$ cat src/common/cisbu_pkg.sv
package cisbu_pkg;

    // ==========================================================
    // Register map, byte addresses
    localparam logic [7:0] CISBU_CTRL_OFS = 8'h00;
    localparam logic [7:0] CISBU_MASK_OFS = 8'h04;
    localparam logic [7:0] CISBU_STAT_OFS = 8'h08;

    // ==========================================================
    // Restart vectors
    localparam logic [7:0] CISBU_VEC_NMI  = 8'h24;
    localparam logic [7:0] CISBU_VEC_A    = 8'h2c;
    localparam logic [7:0] CISBU_VEC_B    = 8'h34;
    localparam logic [7:0] CISBU_VEC_EDGE = 8'h3c;

    // ==========================================================
    // Mask-set data fields
    localparam int CISBU_MS_MASK_LSB = 0;
    localparam int CISBU_MS_MASK_UPD = 3;
    localparam int CISBU_MS_EDGE_CLR = 4;
    localparam int CISBU_MS_SOUT_VAL = 6;
    localparam int CISBU_MS_SOUT_UPD = 7;

    // Control fields
    localparam int CISBU_CTRL_EN  = 0;
    localparam int CISBU_CTRL_DIS = 1;

    // Request index, highest priority first
    localparam int CISBU_REQ_NMI  = 0;
    localparam int CISBU_REQ_EDGE = 1;
    localparam int CISBU_REQ_B    = 2;
    localparam int CISBU_REQ_A    = 3;
    localparam int CISBU_REQ_GEN  = 4;

    // Reset values and response codes
    localparam logic [2:0] CISBU_MASK_RST = 3'h7;
    localparam logic [1:0] CISBU_RESP_OKAY   = 2'h0;
    localparam logic [1:0] CISBU_RESP_SLVERR = 2'h2;

    // Lowest index wins
    function automatic logic [4:0] cisbu_pick(input logic [4:0] req);
        logic [4:0] g;
        g = 5'h00;
        for (int i = 4; i >= 0; i--) begin
            if (req[i]) begin
                g = 5'h01 << i;
            end
        end
        return g;
    endfunction

endpackage

$ cat src/common/cisbu_reg_if.sv
`timescale 1ns/1ps
interface cisbu_reg_if;
    logic        wr_en;
    logic [7:0]  wr_addr;
    logic [31:0] wr_data;
    logic [3:0]  wr_strb;
    logic        wr_ok;
    logic [7:0]  rd_addr;
    logic [31:0] rd_data;
    logic        rd_ok;

    modport bus  (output wr_en, wr_addr, wr_data, wr_strb, rd_addr,
                  input  wr_ok, rd_data, rd_ok);
    modport regs (input  wr_en, wr_addr, wr_data, wr_strb, rd_addr,
                  output wr_ok, rd_data, rd_ok);
endinterface

$ cat src/rtl/cisbu_axil_slave.sv
`timescale 1ns/1ps
module cisbu_axil_slave
    import cisbu_pkg::*;
(
    input  wire logic        aclk,
    input  wire logic        aresetn,
    input  wire logic [7:0]  s_axi_awaddr,
    input  wire logic        s_axi_awvalid,
    output logic             s_axi_awready,
    input  wire logic [31:0] s_axi_wdata,
    input  wire logic [3:0]  s_axi_wstrb,
    input  wire logic        s_axi_wvalid,
    output logic             s_axi_wready,
    output logic [1:0]       s_axi_bresp,
    output logic             s_axi_bvalid,
    input  wire logic        s_axi_bready,
    input  wire logic [7:0]  s_axi_araddr,
    input  wire logic        s_axi_arvalid,
    output logic             s_axi_arready,
    output logic [31:0]      s_axi_rdata,
    output logic [1:0]       s_axi_rresp,
    output logic             s_axi_rvalid,
    input  wire logic        s_axi_rready,
    cisbu_reg_if.bus         rif
);
    // ==========================================================
    // Write channel: address and data taken in either order
    logic        aw_got;
    logic        w_got;
    logic [7:0]  aw_addr;
    logic [31:0] w_data;
    logic [3:0]  w_strb;
    wire         aw_hs = s_axi_awvalid & s_axi_awready;
    wire         w_hs  = s_axi_wvalid & s_axi_wready;
    wire         ar_hs = s_axi_arvalid & s_axi_arready;

    assign rif.wr_en   = aw_got & w_got & ~s_axi_bvalid;
    assign rif.wr_addr = aw_addr;
    assign rif.wr_data = w_data;
    assign rif.wr_strb = w_strb;
    assign rif.rd_addr = s_axi_araddr;

    always_ff @(posedge aclk) begin
        if (!aresetn) begin
            aw_got        <= 1'b0;
            w_got         <= 1'b0;
            aw_addr       <= 8'h00;
            w_data        <= 32'h0000_0000;
            w_strb        <= 4'h0;
            s_axi_awready <= 1'b1;
            s_axi_wready  <= 1'b1;
            s_axi_bvalid  <= 1'b0;
            s_axi_bresp   <= CISBU_RESP_OKAY;
        end else begin
            if (aw_hs) begin
                aw_got        <= 1'b1;
                aw_addr       <= s_axi_awaddr;
                s_axi_awready <= 1'b0;
            end
            if (w_hs) begin
                w_got        <= 1'b1;
                w_data       <= s_axi_wdata;
                w_strb       <= s_axi_wstrb;
                s_axi_wready <= 1'b0;
            end
            if (rif.wr_en) begin
                s_axi_bvalid <= 1'b1;
                s_axi_bresp  <= rif.wr_ok ? CISBU_RESP_OKAY : CISBU_RESP_SLVERR;
            end
            if (s_axi_bvalid && s_axi_bready) begin
                s_axi_bvalid  <= 1'b0;
                aw_got        <= 1'b0;
                w_got         <= 1'b0;
                s_axi_awready <= 1'b1;
                s_axi_wready  <= 1'b1;
            end
        end
    end

    // ==========================================================
    // Read channel: one read in flight
    always_ff @(posedge aclk) begin
        if (!aresetn) begin
            s_axi_arready <= 1'b1;
            s_axi_rvalid  <= 1'b0;
            s_axi_rdata   <= 32'h0000_0000;
            s_axi_rresp   <= CISBU_RESP_OKAY;
        end else if (ar_hs) begin
            s_axi_arready <= 1'b0;
            s_axi_rvalid  <= 1'b1;
            s_axi_rdata   <= rif.rd_ok ? rif.rd_data : 32'h0000_0000;
            s_axi_rresp   <= rif.rd_ok ? CISBU_RESP_OKAY : CISBU_RESP_SLVERR;
        end else if (s_axi_rvalid && s_axi_rready) begin
            s_axi_rvalid  <= 1'b0;
            s_axi_arready <= 1'b1;
        end
    end
endmodule // cisbu_axil_slave

$ cat src/rtl/cisbu_sync.sv
`timescale 1ns/1ps
module cisbu_sync #(
    parameter int W = 6
) (
    input  wire logic         aclk,
    input  wire logic         aresetn,
    input  wire logic [W-1:0] async_in,
    output logic      [W-1:0] sync_out
);
    // ==========================================================
    // Two-stage synchroniser; first stage feeds only the second
    logic [W-1:0] meta;

    always_ff @(posedge aclk) begin
        if (!aresetn) begin
            meta     <= '0;
            sync_out <= '0;
        end else begin
            meta     <= async_in;
            sync_out <= meta;
        end
    end
endmodule // cisbu_sync

$ cat src/rtl/cisbu_top.sv
`timescale 1ns/1ps
module cisbu_top
    import cisbu_pkg::*;
(
    input  wire logic        aclk,
    input  wire logic        aresetn,
    // Interrupt sources and serial lines
    input  wire logic        general_irq,
    input  wire logic        restart_a_irq,
    input  wire logic        restart_b_irq,
    input  wire logic        restart_edge_irq,
    input  wire logic        nmi_irq,
    input  wire logic        serial_in_line,
    output logic             serial_out_line,
    // Sequencer side
    input  wire logic        instr_last,
    input  wire logic        mask_set_instr,
    input  wire logic [7:0]  mask_set_data,
    input  wire logic        mask_read_instr,
    input  wire logic        enable_irq_instr,
    input  wire logic        disable_irq_instr,
    output logic [7:0]       mask_read_data,
    output logic             restart_req,
    output logic [7:0]       restart_vector,
    output logic             irq_acknowledge,
    output logic             pc_inc_inhibit,
    // AXI4-Lite
    input  wire logic [7:0]  s_axi_awaddr,
    input  wire logic        s_axi_awvalid,
    output logic             s_axi_awready,
    input  wire logic [31:0] s_axi_wdata,
    input  wire logic [3:0]  s_axi_wstrb,
    input  wire logic        s_axi_wvalid,
    output logic             s_axi_wready,
    output logic [1:0]       s_axi_bresp,
    output logic             s_axi_bvalid,
    input  wire logic        s_axi_bready,
    input  wire logic [7:0]  s_axi_araddr,
    input  wire logic        s_axi_arvalid,
    output logic             s_axi_arready,
    output logic [31:0]      s_axi_rdata,
    output logic [1:0]       s_axi_rresp,
    output logic             s_axi_rvalid,
    input  wire logic        s_axi_rready
);
    // ==========================================================
    // Register bus
    cisbu_reg_if rif ();

    cisbu_axil_slave u_slave (
        .aclk          (aclk),
        .aresetn       (aresetn),
        .s_axi_awaddr  (s_axi_awaddr),
        .s_axi_awvalid (s_axi_awvalid),
        .s_axi_awready (s_axi_awready),
        .s_axi_wdata   (s_axi_wdata),
        .s_axi_wstrb   (s_axi_wstrb),
        .s_axi_wvalid  (s_axi_wvalid),
        .s_axi_wready  (s_axi_wready),
        .s_axi_bresp   (s_axi_bresp),
        .s_axi_bvalid  (s_axi_bvalid),
        .s_axi_bready  (s_axi_bready),
        .s_axi_araddr  (s_axi_araddr),
        .s_axi_arvalid (s_axi_arvalid),
        .s_axi_arready (s_axi_arready),
        .s_axi_rdata   (s_axi_rdata),
        .s_axi_rresp   (s_axi_rresp),
        .s_axi_rvalid  (s_axi_rvalid),
        .s_axi_rready  (s_axi_rready),
        .rif           (rif)
    );

    // ==========================================================
    // Input synchronisers
    logic [5:0] sync_lvl;

    cisbu_sync #(.W(6)) u_sync (
        .aclk     (aclk),
        .aresetn  (aresetn),
        .async_in ({serial_in_line, nmi_irq, restart_edge_irq,
                    restart_b_irq, restart_a_irq, general_irq}),
        .sync_out (sync_lvl)
    );

    wire gen_lvl  = sync_lvl[0];
    wire a_lvl    = sync_lvl[1];
    wire b_lvl    = sync_lvl[2];
    wire edge_lvl = sync_lvl[3];
    wire nmi_lvl  = sync_lvl[4];
    wire sin_lvl  = sync_lvl[5];

    // ==========================================================
    // State
    logic       ie;
    logic [2:0] mask;
    logic       edge_pend;
    logic       edge_prev;
    logic       nmi_prev;
    logic       nmi_armed;
    logic [7:0] last_vector;

    // ==========================================================
    // Register decode
    wire sel_ctrl = rif.wr_addr == CISBU_CTRL_OFS;
    wire sel_mask = rif.wr_addr == CISBU_MASK_OFS;
    wire bus_wr   = rif.wr_en & rif.wr_strb[0];
    wire bus_en   = bus_wr & sel_ctrl & rif.wr_data[CISBU_CTRL_EN];
    wire bus_dis  = bus_wr & sel_ctrl & rif.wr_data[CISBU_CTRL_DIS];
    wire bus_ms   = bus_wr & sel_mask;

    assign rif.wr_ok = sel_ctrl | sel_mask;
    assign rif.rd_ok = (rif.rd_addr == CISBU_CTRL_OFS) |
                       (rif.rd_addr == CISBU_MASK_OFS) |
                       (rif.rd_addr == CISBU_STAT_OFS);

    // ==========================================================
    // Mask-set: sequencer port wins over a bus write
    wire       ms_fire = mask_set_instr | bus_ms;
    wire [7:0] ms_data = mask_set_instr ? mask_set_data : rif.wr_data[7:0];
    wire       ms_mupd = ms_fire & ms_data[CISBU_MS_MASK_UPD];
    wire       ms_eclr = ms_fire & ms_data[CISBU_MS_EDGE_CLR];
    wire       ms_supd = ms_fire & ms_data[CISBU_MS_SOUT_UPD];

    wire en_req  = enable_irq_instr | bus_en;
    wire dis_req = disable_irq_instr | bus_dis;

    // ==========================================================
    // Request qualification and priority
    wire edge_rise = edge_lvl & ~edge_prev;
    wire nmi_rise  = nmi_lvl & ~nmi_prev;

    wire [4:0] req_vec;
    assign req_vec[CISBU_REQ_NMI]  = nmi_armed & nmi_lvl;
    assign req_vec[CISBU_REQ_EDGE] = ie & ~mask[2] & edge_pend;
    assign req_vec[CISBU_REQ_B]    = ie & ~mask[1] & b_lvl;
    assign req_vec[CISBU_REQ_A]    = ie & ~mask[0] & a_lvl;
    assign req_vec[CISBU_REQ_GEN]  = ie & gen_lvl;

    // Only the current request set matters, not what is in service
    wire [4:0] pick  = cisbu_pick(req_vec);
    wire [4:0] grant = instr_last ? pick : 5'h00;
    wire       any_grant  = |grant;
    wire       rst_grant  = |grant[CISBU_REQ_A:CISBU_REQ_NMI];

    wire [7:0] grant_vec = grant[CISBU_REQ_NMI]  ? CISBU_VEC_NMI  :
                           grant[CISBU_REQ_EDGE] ? CISBU_VEC_EDGE :
                           grant[CISBU_REQ_B]    ? CISBU_VEC_B    :
                           CISBU_VEC_A;

    // ==========================================================
    // Next-state
    wire next_edge_pend = edge_rise |
                          (edge_pend & ~grant[CISBU_REQ_EDGE] & ~ms_eclr);

    // Held high since the rise; dropping low disarms
    wire next_nmi_armed = nmi_rise |
                          (nmi_armed & nmi_lvl & ~grant[CISBU_REQ_NMI]);

    // Service clear wins over an enable in the same cycle
    wire next_ie = any_grant ? 1'b0 :
                   en_req    ? 1'b1 :
                   dis_req   ? 1'b0 : ie;

    wire [7:0] read_word = {sin_lvl, edge_pend, b_lvl, a_lvl,
                            ie, mask};

    // ==========================================================
    // Interrupt state
    always_ff @(posedge aclk) begin
        if (!aresetn) begin
            ie        <= 1'b0;
            mask      <= CISBU_MASK_RST;
            edge_pend <= 1'b0;
            edge_prev <= 1'b0;
            nmi_prev  <= 1'b0;
            nmi_armed <= 1'b0;
        end else begin
            ie        <= next_ie;
            edge_pend <= next_edge_pend;
            edge_prev <= edge_lvl;
            nmi_prev  <= nmi_lvl;
            nmi_armed <= next_nmi_armed;
            if (ms_mupd) begin
                mask <= ms_data[CISBU_MS_MASK_LSB +: 3];
            end
        end
    end

    // ==========================================================
    // Sequencer outputs: one-cycle pulses, restart_vector held until the next restart
    always_ff @(posedge aclk) begin
        if (!aresetn) begin
            restart_req     <= 1'b0;
            restart_vector  <= 8'h00;
            irq_acknowledge <= 1'b0;
            pc_inc_inhibit  <= 1'b0;
            last_vector     <= 8'h00;
        end else begin
            restart_req     <= rst_grant;
            irq_acknowledge <= grant[CISBU_REQ_GEN];
            pc_inc_inhibit  <= grant[CISBU_REQ_GEN];
            if (rst_grant) begin
                restart_vector <= grant_vec;
                last_vector    <= grant_vec;
            end
        end
    end

    // ==========================================================
    // Serial bits and mask-read capture
    always_ff @(posedge aclk) begin
        if (!aresetn) begin
            serial_out_line <= 1'b0;
            mask_read_data  <= 8'h00;
        end else begin
            if (ms_supd) begin
                serial_out_line <= ms_data[CISBU_MS_SOUT_VAL];
            end
            if (mask_read_instr) begin
                mask_read_data <= read_word;
            end
        end
    end

    // ==========================================================
    // Bus read mux
    assign rif.rd_data = (rif.rd_addr == CISBU_CTRL_OFS) ? {31'h0, ie} :
                         (rif.rd_addr == CISBU_MASK_OFS) ? {24'h0, read_word} :
                         {16'h0, last_vector, 3'h0, req_vec};
endmodule // cisbu_top

$ cat config.mk
export PLATFORM = sky130hd
export DESIGN_NAME = cisbu_top
export DESIGN_NICKNAME = d
export VERILOG_FILES = /design/src/common/cisbu_pkg.sv /design/src/common/cisbu_reg_if.sv /design/src/rtl/cisbu_axil_slave.sv /design/src/rtl/cisbu_sync.sv /design/src/rtl/cisbu_top.sv
export SDC_FILE = /design/constraint.sdc
export NUM_CORES = 1
export LEC_CHECK = 0
export ABC_AREA = 1
export BUFFER_PORTS_ARGS = -buffer_cell sky130_fd_sc_hd__buf_2
export CAP_MARGIN = 25
export CORE_ASPECT_RATIO = 1.25
export CORE_MARGIN = 2
export CORE_UTILIZATION = 35
export CTS_BUF_LIST = sky130_fd_sc_hd__clkbuf_4 sky130_fd_sc_hd__clkbuf_8
export CTS_CLUSTER_SIZE = 30
export DETAILED_ROUTE_END_ITERATION = 10
export REMOVE_ABC_BUFFERS = 1
export SLEW_MARGIN = 10
export SYNTH_ARGS = -nofsm -noshare
export SYNTH_HDL_FRONTEND = slang
export SYNTH_SLANG_ARGS = --single-unit
$ cat constraint.sdc
create_clock -name aclk -period 1.4 [get_ports aclk]
set_input_delay 0.42 -clock aclk [delete_from_list [all_inputs] [get_ports aclk]]
set_output_delay 0.42 -clock aclk [all_outputs]
set_load 0.005 [all_outputs]
* After elaboration in Yosys (flattened, before gate mapping) *
Index checks and enable logic that the tools add are counted.

word-level totals
  register bits after elaboration = 99
  bits in latches = 0
  memory bits (writable) = 0
  ROM bits = 0
  input port bits = 78
  output and inout bits = 61
  logic and storage cells = 103
  memories = 0

cells by class
  add/sub/neg operators = 0
  multipliers = 0
  divide/modulo/power cells = 0
  $lt $le $gt $ge = 0
  eq/ne operators = 3
  shifts and indexed selects = 0
  mux-type cells = 21
  bitwise gates (word level) = 44
  reductions and logical operators = 9

operators by type and width
  operator                                                         count
  16-bit 2-to-1 mux                                                3
  5-bit 2-to-1 mux                                                 9
  1-bit AND                                                        26
  8-bit by 3-bit == test with 1-bit output, second input constant  2
  8-bit zero test                                                  2
  1-bit NOT                                                        10
  8-bit by 4-bit == test with 1-bit output, second input constant  1
  8-bit 2-to-1 mux                                                 1
  1-bit OR                                                         8
  1-bit 2-to-1 mux                                                 6
  6-bit OR reduction                                               1
  2-bit 2-to-1 mux                                                 2
  2-bit nonzero test                                               2
  4-bit OR reduction                                               1
  1-bit logical AND                                                2
  2-bit OR reduction                                               1

* Depth between registers and ports, before layout *
Gate-level depths: netlist of run 1.

  depth after elaboration = 12
  gate-level depth with buffers = 9
  mapped depth without buffers = 8

* Modules after synthesis *
Synthesis of run 1 repeated with hierarchy kept, for this count alone.

second synthesis, totals
  cell total of the unflattened synthesis = 715
  area total of the unflattened synthesis = 4994.8 µm²

modules (own cells, without submodules)
  module            instances  cells an instance  area an instance (µm²)  seq. area each (µm²)
  cisbu_axil_slave  1          481                3364.5                  1701.6
  cisbu_top         1          197                1288.7                  440.4
  cisbu_sync        1          37                 341.6                   240.2

* Worst setup path before layout of run 1 *
Ideal clock, no wire load.

  path kind = input port to flip-flop
  start = input port s_axi_araddr[5]
  end = register u_slave.s_axi_rdata[1]
  library setup time = 0.069 ns
  arrival time = 1.139 ns
  required time = 1.331 ns
  slack = 0.192 ns
  stages = 8
  path buffers = 1
  cells stage by stage = nor2_1 > nand2_2 > clkinv_2 > nand2_2 > buf_6 > o21ai_1 > nand2_1 > a21oi_2

between the ends
  longest elaborated chain between the ends = 4
  elaborated cells between the ends (all ways) = 8
  those cells by class = eq/ne (2); mux (3); bitwise (2); reduce/logical (1)

RTL lines
  element                                                                             line                                text
  from (decl)                                                                         cisbu_top.sv:38                     input wire logic [7:0] s_axi_araddr,
  8-bit by 3-bit == test with 1-bit output / 8-bit zero test (equally long branches)  -
  16-bit 2-to-1 mux / 1-bit OR (equally long branches)                                cisbu_top.sv:228, cisbu_top.sv:112
  16-bit 2-to-1 mux / 1-bit OR (equally long branches)                                cisbu_top.sv:227, cisbu_top.sv:113
  16-bit 2-to-1 mux (*)                                                               cisbu_axil_slave.sv:91              s_axi_rdata <= rif.rd_ok ? rif.rd_data : 32'h0000_0000;
  to (signal assigned)                                                                cisbu_axil_slave.sv:91
  to (decl)                                                                           cisbu_axil_slave.sv:20              output logic [31:0] s_axi_rdata,

Every way passes the cells marked *; elsewhere a longest branch is shown, timed or not.
A chain may end at the register's enable or synchronous reset.

==> results.md, run 1 <==
* Clock skew at between 0.004 and 0.005 ns
* Post-CTS Resized at 0
* Mapped Area at between 0.002 and 0.003 sq mm
* Critical path endpoint category: primary output
* Critical path's top delay family: flip-flops
* Hold Vio Cnt, Final at 0
* Worst vdd ir at just under 600 uV
* Worst hold path class: in -> reg
* Core Area at around 0.008 sq mm
* Most frequent cells in the layout: nand2_1 (86), buf_2 (83), dfxtp_1 (70)
* Syn avg cell area at about 7.3 sq um
* Die Y at roughly 110 um
* Crit. path cell count at 1
* Share of cells above drive strength 1 at 24.80%
* Met2 Use GR at between 20% and 30%
* Buffers & Inverters on Critical Path at 1
* Pwr Density at approximately 1200 mW/mm^2
* Clock Sinks at 70
* Total number of vias at ~2600
* Filler instances at 857
* Root buffer cell: clkbuf_8
* CP max-delay cell: dfxtp_1
* P_leak at around 1.9 nW
* WS Path Type: reg -> out
* H-tree depth at 3
* Global Route met3 Usage at under 10%
* Global-route wire length before repair at just over 10000 um
* Vias/cell at 4.320
* Synth Instances at between 400 and 500
* Setup TNS at 0 ns
* Tcrit/Tclk final at about 90%
* Hold Crit Depth at 3
* GPL Wtd Cong at between 0.7 and 0.8
* DRC violations left at 0
* Initial antenna violation count at 0
* Ys flop type: dfxtp_1
* DRT antenna net count at 0
* Ys Warns at 0
* CP startpoint: last_vector[2]$_SDFFE_PN0P_
* Hold Worst Slack at around 0.25 ns
* FFs w/ async S/R, synth at 0%
* Status: completed
* Pin count of the biggest net entering global routing at 21
* Min Tclk post-route at around 1.3 ns
* WP data arrival at ~0.87 ns
* Worst Reg-to-Reg Cells at 7
* Die footprint at 0.009192 sq mm
* Crit start category: flop
* RSZ-0062 raised after global routing: false
* Clock slew seen by the registers of the worst setup and hold paths at roughly 0.070 ns
* Post-Route WL at 6225 um
* Area growth syn-to-layout at 22.67%
* Vias in the first global route at between 2000 and 2500
* Seq cells post-synth at 70
* Die X at 86.16 um
* WL/cell at ~10 um
* GR Overflow Total at 0
* Drt first pass iters at 4
* Dpl hpwl at 4860 um
* Worst stage delay on the critical path at ~0.39 ns
* CTS tree: done
* IO Pins at approximately 140
* Initial DRC count at between 50 and 60
* Port bufs at 83
* Setup Buffers After CTS at 0
* Fin nets at around 570
* GRT busiest layer: met2
* Rows at 37
* Antenna diode count at 0
* Longest Clk Path Bufs at 2
* HP Start: restart_b_irq
* Cts hold-fix bufs at 0
* Sequential element share of the synthesized area at around 47%
* Max_cap viols at 0
* R2R Path Start: u_slave.s_axi_bvalid$_SDFFE_PP0N_
* Final setup fails at 0
* EDFF count, synth at 0
* Clock buffer count from CTS at 9
* Tot Pwr at between 4 and 5 mW
* Netlist cell types at 26
* Fmax at around 780 MHz
* GRT Util Overall at 14.48%
* Initial Util at a little over a third
* Commonest non-fill, non-tap cell in the layout: nand2_1
* Worst EP required at around 0.98 ns
* CP Cell Sequence: buf_2
* Routing usage on met1 at 16.72%
* Final slew viol count at 0
* Crit-path max FO at 4
* Clk_lat worst skew at between 0.3 and 0.4 ns
[stage by stage]
step | instances | area (sq um) | worst slack [ns] | util (%)
finish | 593 | 3622 | 0.1133 | 44.21
global placement | 577 | 3377 | 0.007047 | 41.21
global route | 593 | 3622 | 0.0001736 | 44.21
floorplan | 387 | 2765 | 0.1705 | -
detailed placement | 577 | 3377 | -0.01206 | 41.21
CTS | 593 | 3615 | 0.08661 | 44.11
[worst paths after layout]
kind / endpoint / slack, ns
worst max-delay path: restart_vector[5] / 0.11
worst min-delay path: u_sync.meta[2]$_SDFF_PN0_ / 0.25
worst max register to register: mask[0]$_SDFFE_PN1P_ / 0.18
worst min register to register: nmi_armed$_SDFF_PN0_ / 0.40
[state kept, by name (all words and copies together), names as in the netlist, 3 cells and up]
register,flops
u_slave.s_axi_rdata,11
mask_read_data,8
u_slave.rif.wr_addr,8
u_slave.rif.wr_data,7
u_sync.meta,6
u_sync.sync_out,6
last_vector,3
mask,3
[cells in the mapped netlist (2+ instances only)]
library cell | number | area, sq um
nand2_1 | 86 | 322.8
dfxtp_1 | 70 | 1401
nor2_1 | 56 | 210.2
inv_1 | 44 | 165.2
o21ai_0 | 31 | 155.2
a21oi_1 | 30 | 150.1
buf_4 | 29 | 217.7
nand3_1 | 25 | 125.1
clkbuf_1 | 6 | 22.52
buf_2 | 3 | 15.01
nand2_2 | 3 | 18.77
o21ai_2 | 3 | 26.28
buf_6 | 2 | 22.52
clkinv_2 | 2 | 10.01
o211ai_1 | 2 | 15.01
[report_power, final]
part | internal (mW) | switching (mW)
logic | 0.178 | 0.259
registers | 2.10 | 0.0540
clock network | 1.17 | 0.725
total | 3.44 | 1.04
[logic make-up (layout without fill, tap and decap cells)]
family / after synthesis / count (layout) / share of synthesized area, %
and+or+nand+nor: 175 / 175 / 24.49
buffers and inverters: 89 / 157 / 15.72
AOI/OAI and AO/OA: 68 / 68 / 12.20
other: 1 / 26 / 0.1270
DFF: 70 / 70 / 47.46
[cell type report]
type / count / area (sq um) / area share, %
inverter: 48 / 182.7 / 5.043
multi-input combinational: 269 / 1189 / 32.82
timing repair buffer: 93 / 490.5 / 13.54
tap: 97 / 121.4 / 3.351
sequential: 70 / 1401 / 38.69
clock buffer: 13 / 172.7 / 4.767
clock inverter: 3 / 65.06 / 1.796
[routing by layer]
layer / wire, um / part of all wire (%) / vias to the layer above
met1: 2713 / 44 / 1090
met2: 2953 / 47 / 80
met4: 106 / 1.7 / 0
li1: - / - / 1383
met3: 451 / 7.2 / 9
met5: 0 / 0 / -
Note: power is estimated with default switching activity, not from simulation.
==> run 2, diff against run 1 <==
--- a/config.mk
+++ b/config.mk
@@ -8,7 +8,6 @@
 export ABC_AREA = 1
 export BUFFER_PORTS_ARGS = -buffer_cell sky130_fd_sc_hd__buf_2
 export CAP_MARGIN = 25
-export CORE_ASPECT_RATIO = 1.25
 export CORE_MARGIN = 2
 export CORE_UTILIZATION = 35
 export CTS_BUF_LIST = sky130_fd_sc_hd__clkbuf_4 sky130_fd_sc_hd__clkbuf_8
==> results.md, run 2 (synthesis results as in run 1) <==
* Buffers & Inverters on Critical Path at 1 (unchanged)
* CP max-delay cell: dfxtp_1
* Final setup fails at 0 (unchanged)
* Pwr Density at 1222 mW/mm^2 (-1.2%)
* Worst stage delay on the critical path at 0.37 ns (-0.02 ns)
* Status: completed
* DRT antenna net count at 0 (unchanged)
* Met2 Use GR at 24.13% (-0.40 points)
* DRC violations left at 0 (unchanged)
* Dpl hpwl at 5016 um (+3.2%)
* GRT Util Overall at 15.34% (+0.86 points)
* H-tree depth at 3 (unchanged)
* Longest Clk Path Bufs at 2 (unchanged)
* CTS tree: done
* Layout Cells excl Fill at 603 (+1.7%)
* Vias in the first global route at 2415 (+3.4%)
* Clock Sinks at 70 (unchanged)
* Initial antenna violation count at 0 (unchanged)
* Root buffer cell: clkbuf_8
* Die footprint at 0.009187 sq mm (about the same)
* Commonest non-fill, non-tap cell in the layout: nand2_1
* Clock buffer count from CTS at 9 (unchanged)
* Critical path's top delay family: flip-flops
* Vias/cell at 4.300 (-0.47%)
* Min Tclk post-route at 1.268 ns (-0.01899 ns)
* GR Overflow Total at 0 (unchanged)
* Clock slew seen by the registers of the worst setup and hold paths at 0.07 ns (about the same)
* Drt first pass iters at 4 (unchanged)
* Final slew viol count at 0 (unchanged)
* Hold Vio Cnt, Final at 0 (unchanged)
* # placed instances at 587 (+1.7%)
* Core Area at 0.008217 sq mm (+0.27%)
* Setup WS post-layout at 0.1323 ns (+0.01899 ns)
* Die Y at 95.85 um (-10%)
* Max_cap viols at 0 (unchanged)
* WL/cell at 10.79 um (+2.8%)
* Setup Buffers After CTS at 0 (unchanged)
* RSZ-0062 raised after global routing: false
* CP Cell Sequence: buf_2
* Final Instance Area at 0.003642 sq mm (+0.55%)
* Worst vdd ir at 476.9 uV (-20%)
* WP data arrival at 0.85 ns (-0.02 ns)
* Initial Util at 35.94% (-0.099 points)
* Biggest register: u_slave.s_axi_rdata
* GPL Wtd Cong at 0.8483 (+15%)
* Setup TNS at 0 ns (unchanged)
* Clock skew at 0.009999 ns (+0.005034 ns)
* Initial DRC count at 87 (+53%)
* Pin count of the biggest net entering global routing at 19 (-9.5%)
* WS Path Type: reg -> out
* Area growth syn-to-layout at 23.35%
* Rows at 33 (-11%)
* Tot Pwr at 4.452 mW (-0.68%)
* Fin nets at 571 (+0.35%)
* Routing usage on met1 at 19.45% (+2.7 points)
* Cell area after placement at 0.003402 sq mm (+0.74%)
* IO Pins at 139 (unchanged)
* Global-route wire length before repair at 10860 um (+5.6%)
* Crit-path max FO at 3 (-1)
* Crit start category: flop
* Post-Route WL at 6508 um (+4.5%)
* Global Route met3 Usage at 3.524% (-1.2 points)
* Critical path endpoint category: primary output
* Total number of vias at 2593 (+1.2%)
* Port bufs at 83 (unchanged)
* Most frequent cells in the layout: nand2_1 (86), buf_2 (83), dfxtp_1 (70)
* Worst hold path class: in -> reg
* Fmax at 788.8 MHz (+1.5%)
* Filler instances at 888 (+3.6%)
* Clk_lat worst skew at 0.34 ns (about the same)
* Share of cells above drive strength 1 at 25.10% (+0.30 points)
* P_leak at 1.910 nW (+0.12%)
* Worst EP required at 0.98 ns (about the same)
* Antenna diode count at 0 (unchanged)
* GRT busiest layer: met2
* DP Worst Slack at -0.05074 ns (-0.03869 ns)
* Max FFs per register at 11 (unchanged)
* Tcrit/Tclk final at 90.55% (-1.4 points)
* Die X at 95.85 um (+11%)
==> run 2: cell count changes in the layout (fill, tap and decap cells not counted), sizes merged <==
cell and change:
buf +2, clkbuf -2, clkinv +1, clkinvlp +1
==> run 2: what timing repair did <==
item	in CTS	in global routing
gates resized for setup	0	2
hold buffers	0	0
endpoints found under the setup margin	0	3
==> run 2: metal layers <==
layer | wire length, um | part of all wire, %
met2 | 2939 | 45
met3 | 362 | 5.6
met4 | 173 | 2.7
met1 | 3033 | 47
met5 | 0 | 0
==> run 2: cell type report <==
cell class,count,area [sq um],area share [%]
clock buffers,11,151.4,4.157
inverters,48,182.7,5.015
multi-input cells,269,1189,32.63
clock inverters,5,81.33,2.233
repair buffers,95,505.5,13.88
well taps,105,131.4,3.607
flip-flops and latches,70,1401,38.47
==> run 2: tightest hold or removal path: cells and delay by family <==
kind | cells | cell delay, ns
buffers and inverters | 2 | 0.11
and+or+nand+nor | 1 | 0.04
==> run 2: path summary, 6_finish.rpt <==
kind	slack, ns	to	from	cells after the start
hold reg to reg	0.41	nmi_armed$_SDFF_PN0_	nmi_prev$_SDFF_PN0_	1
hold / removal	0.25	u_sync.meta[5]$_SDFF_PN0_	serial_in_line	3
setup / recovery	0.13	restart_vector[3]	last_vector[3]$_SDFFE_PN0P_	1
setup reg to reg	0.16	mask[0]$_SDFFE_PN1P_	u_slave.s_axi_bvalid$_SDFFE_PP0N_	7
==> run 2: metrics by stage <==
step | util (%) | hold WS, ns
floorplan | - | 0.3859
global placement | 41.40 | 0.3901
detailed placement | 41.40 | 0.4045
CTS | 44.24 | 0.2368
global route | 44.33 | 0.2424
finish | 44.33 | 0.2499
==> run 2: report_power, final <==
part / internal [mW] / switching (mW)
Sequential: 2.10 / 0.0559
Clock: 1.10 / 0.746
Combinational: 0.183 / 0.268
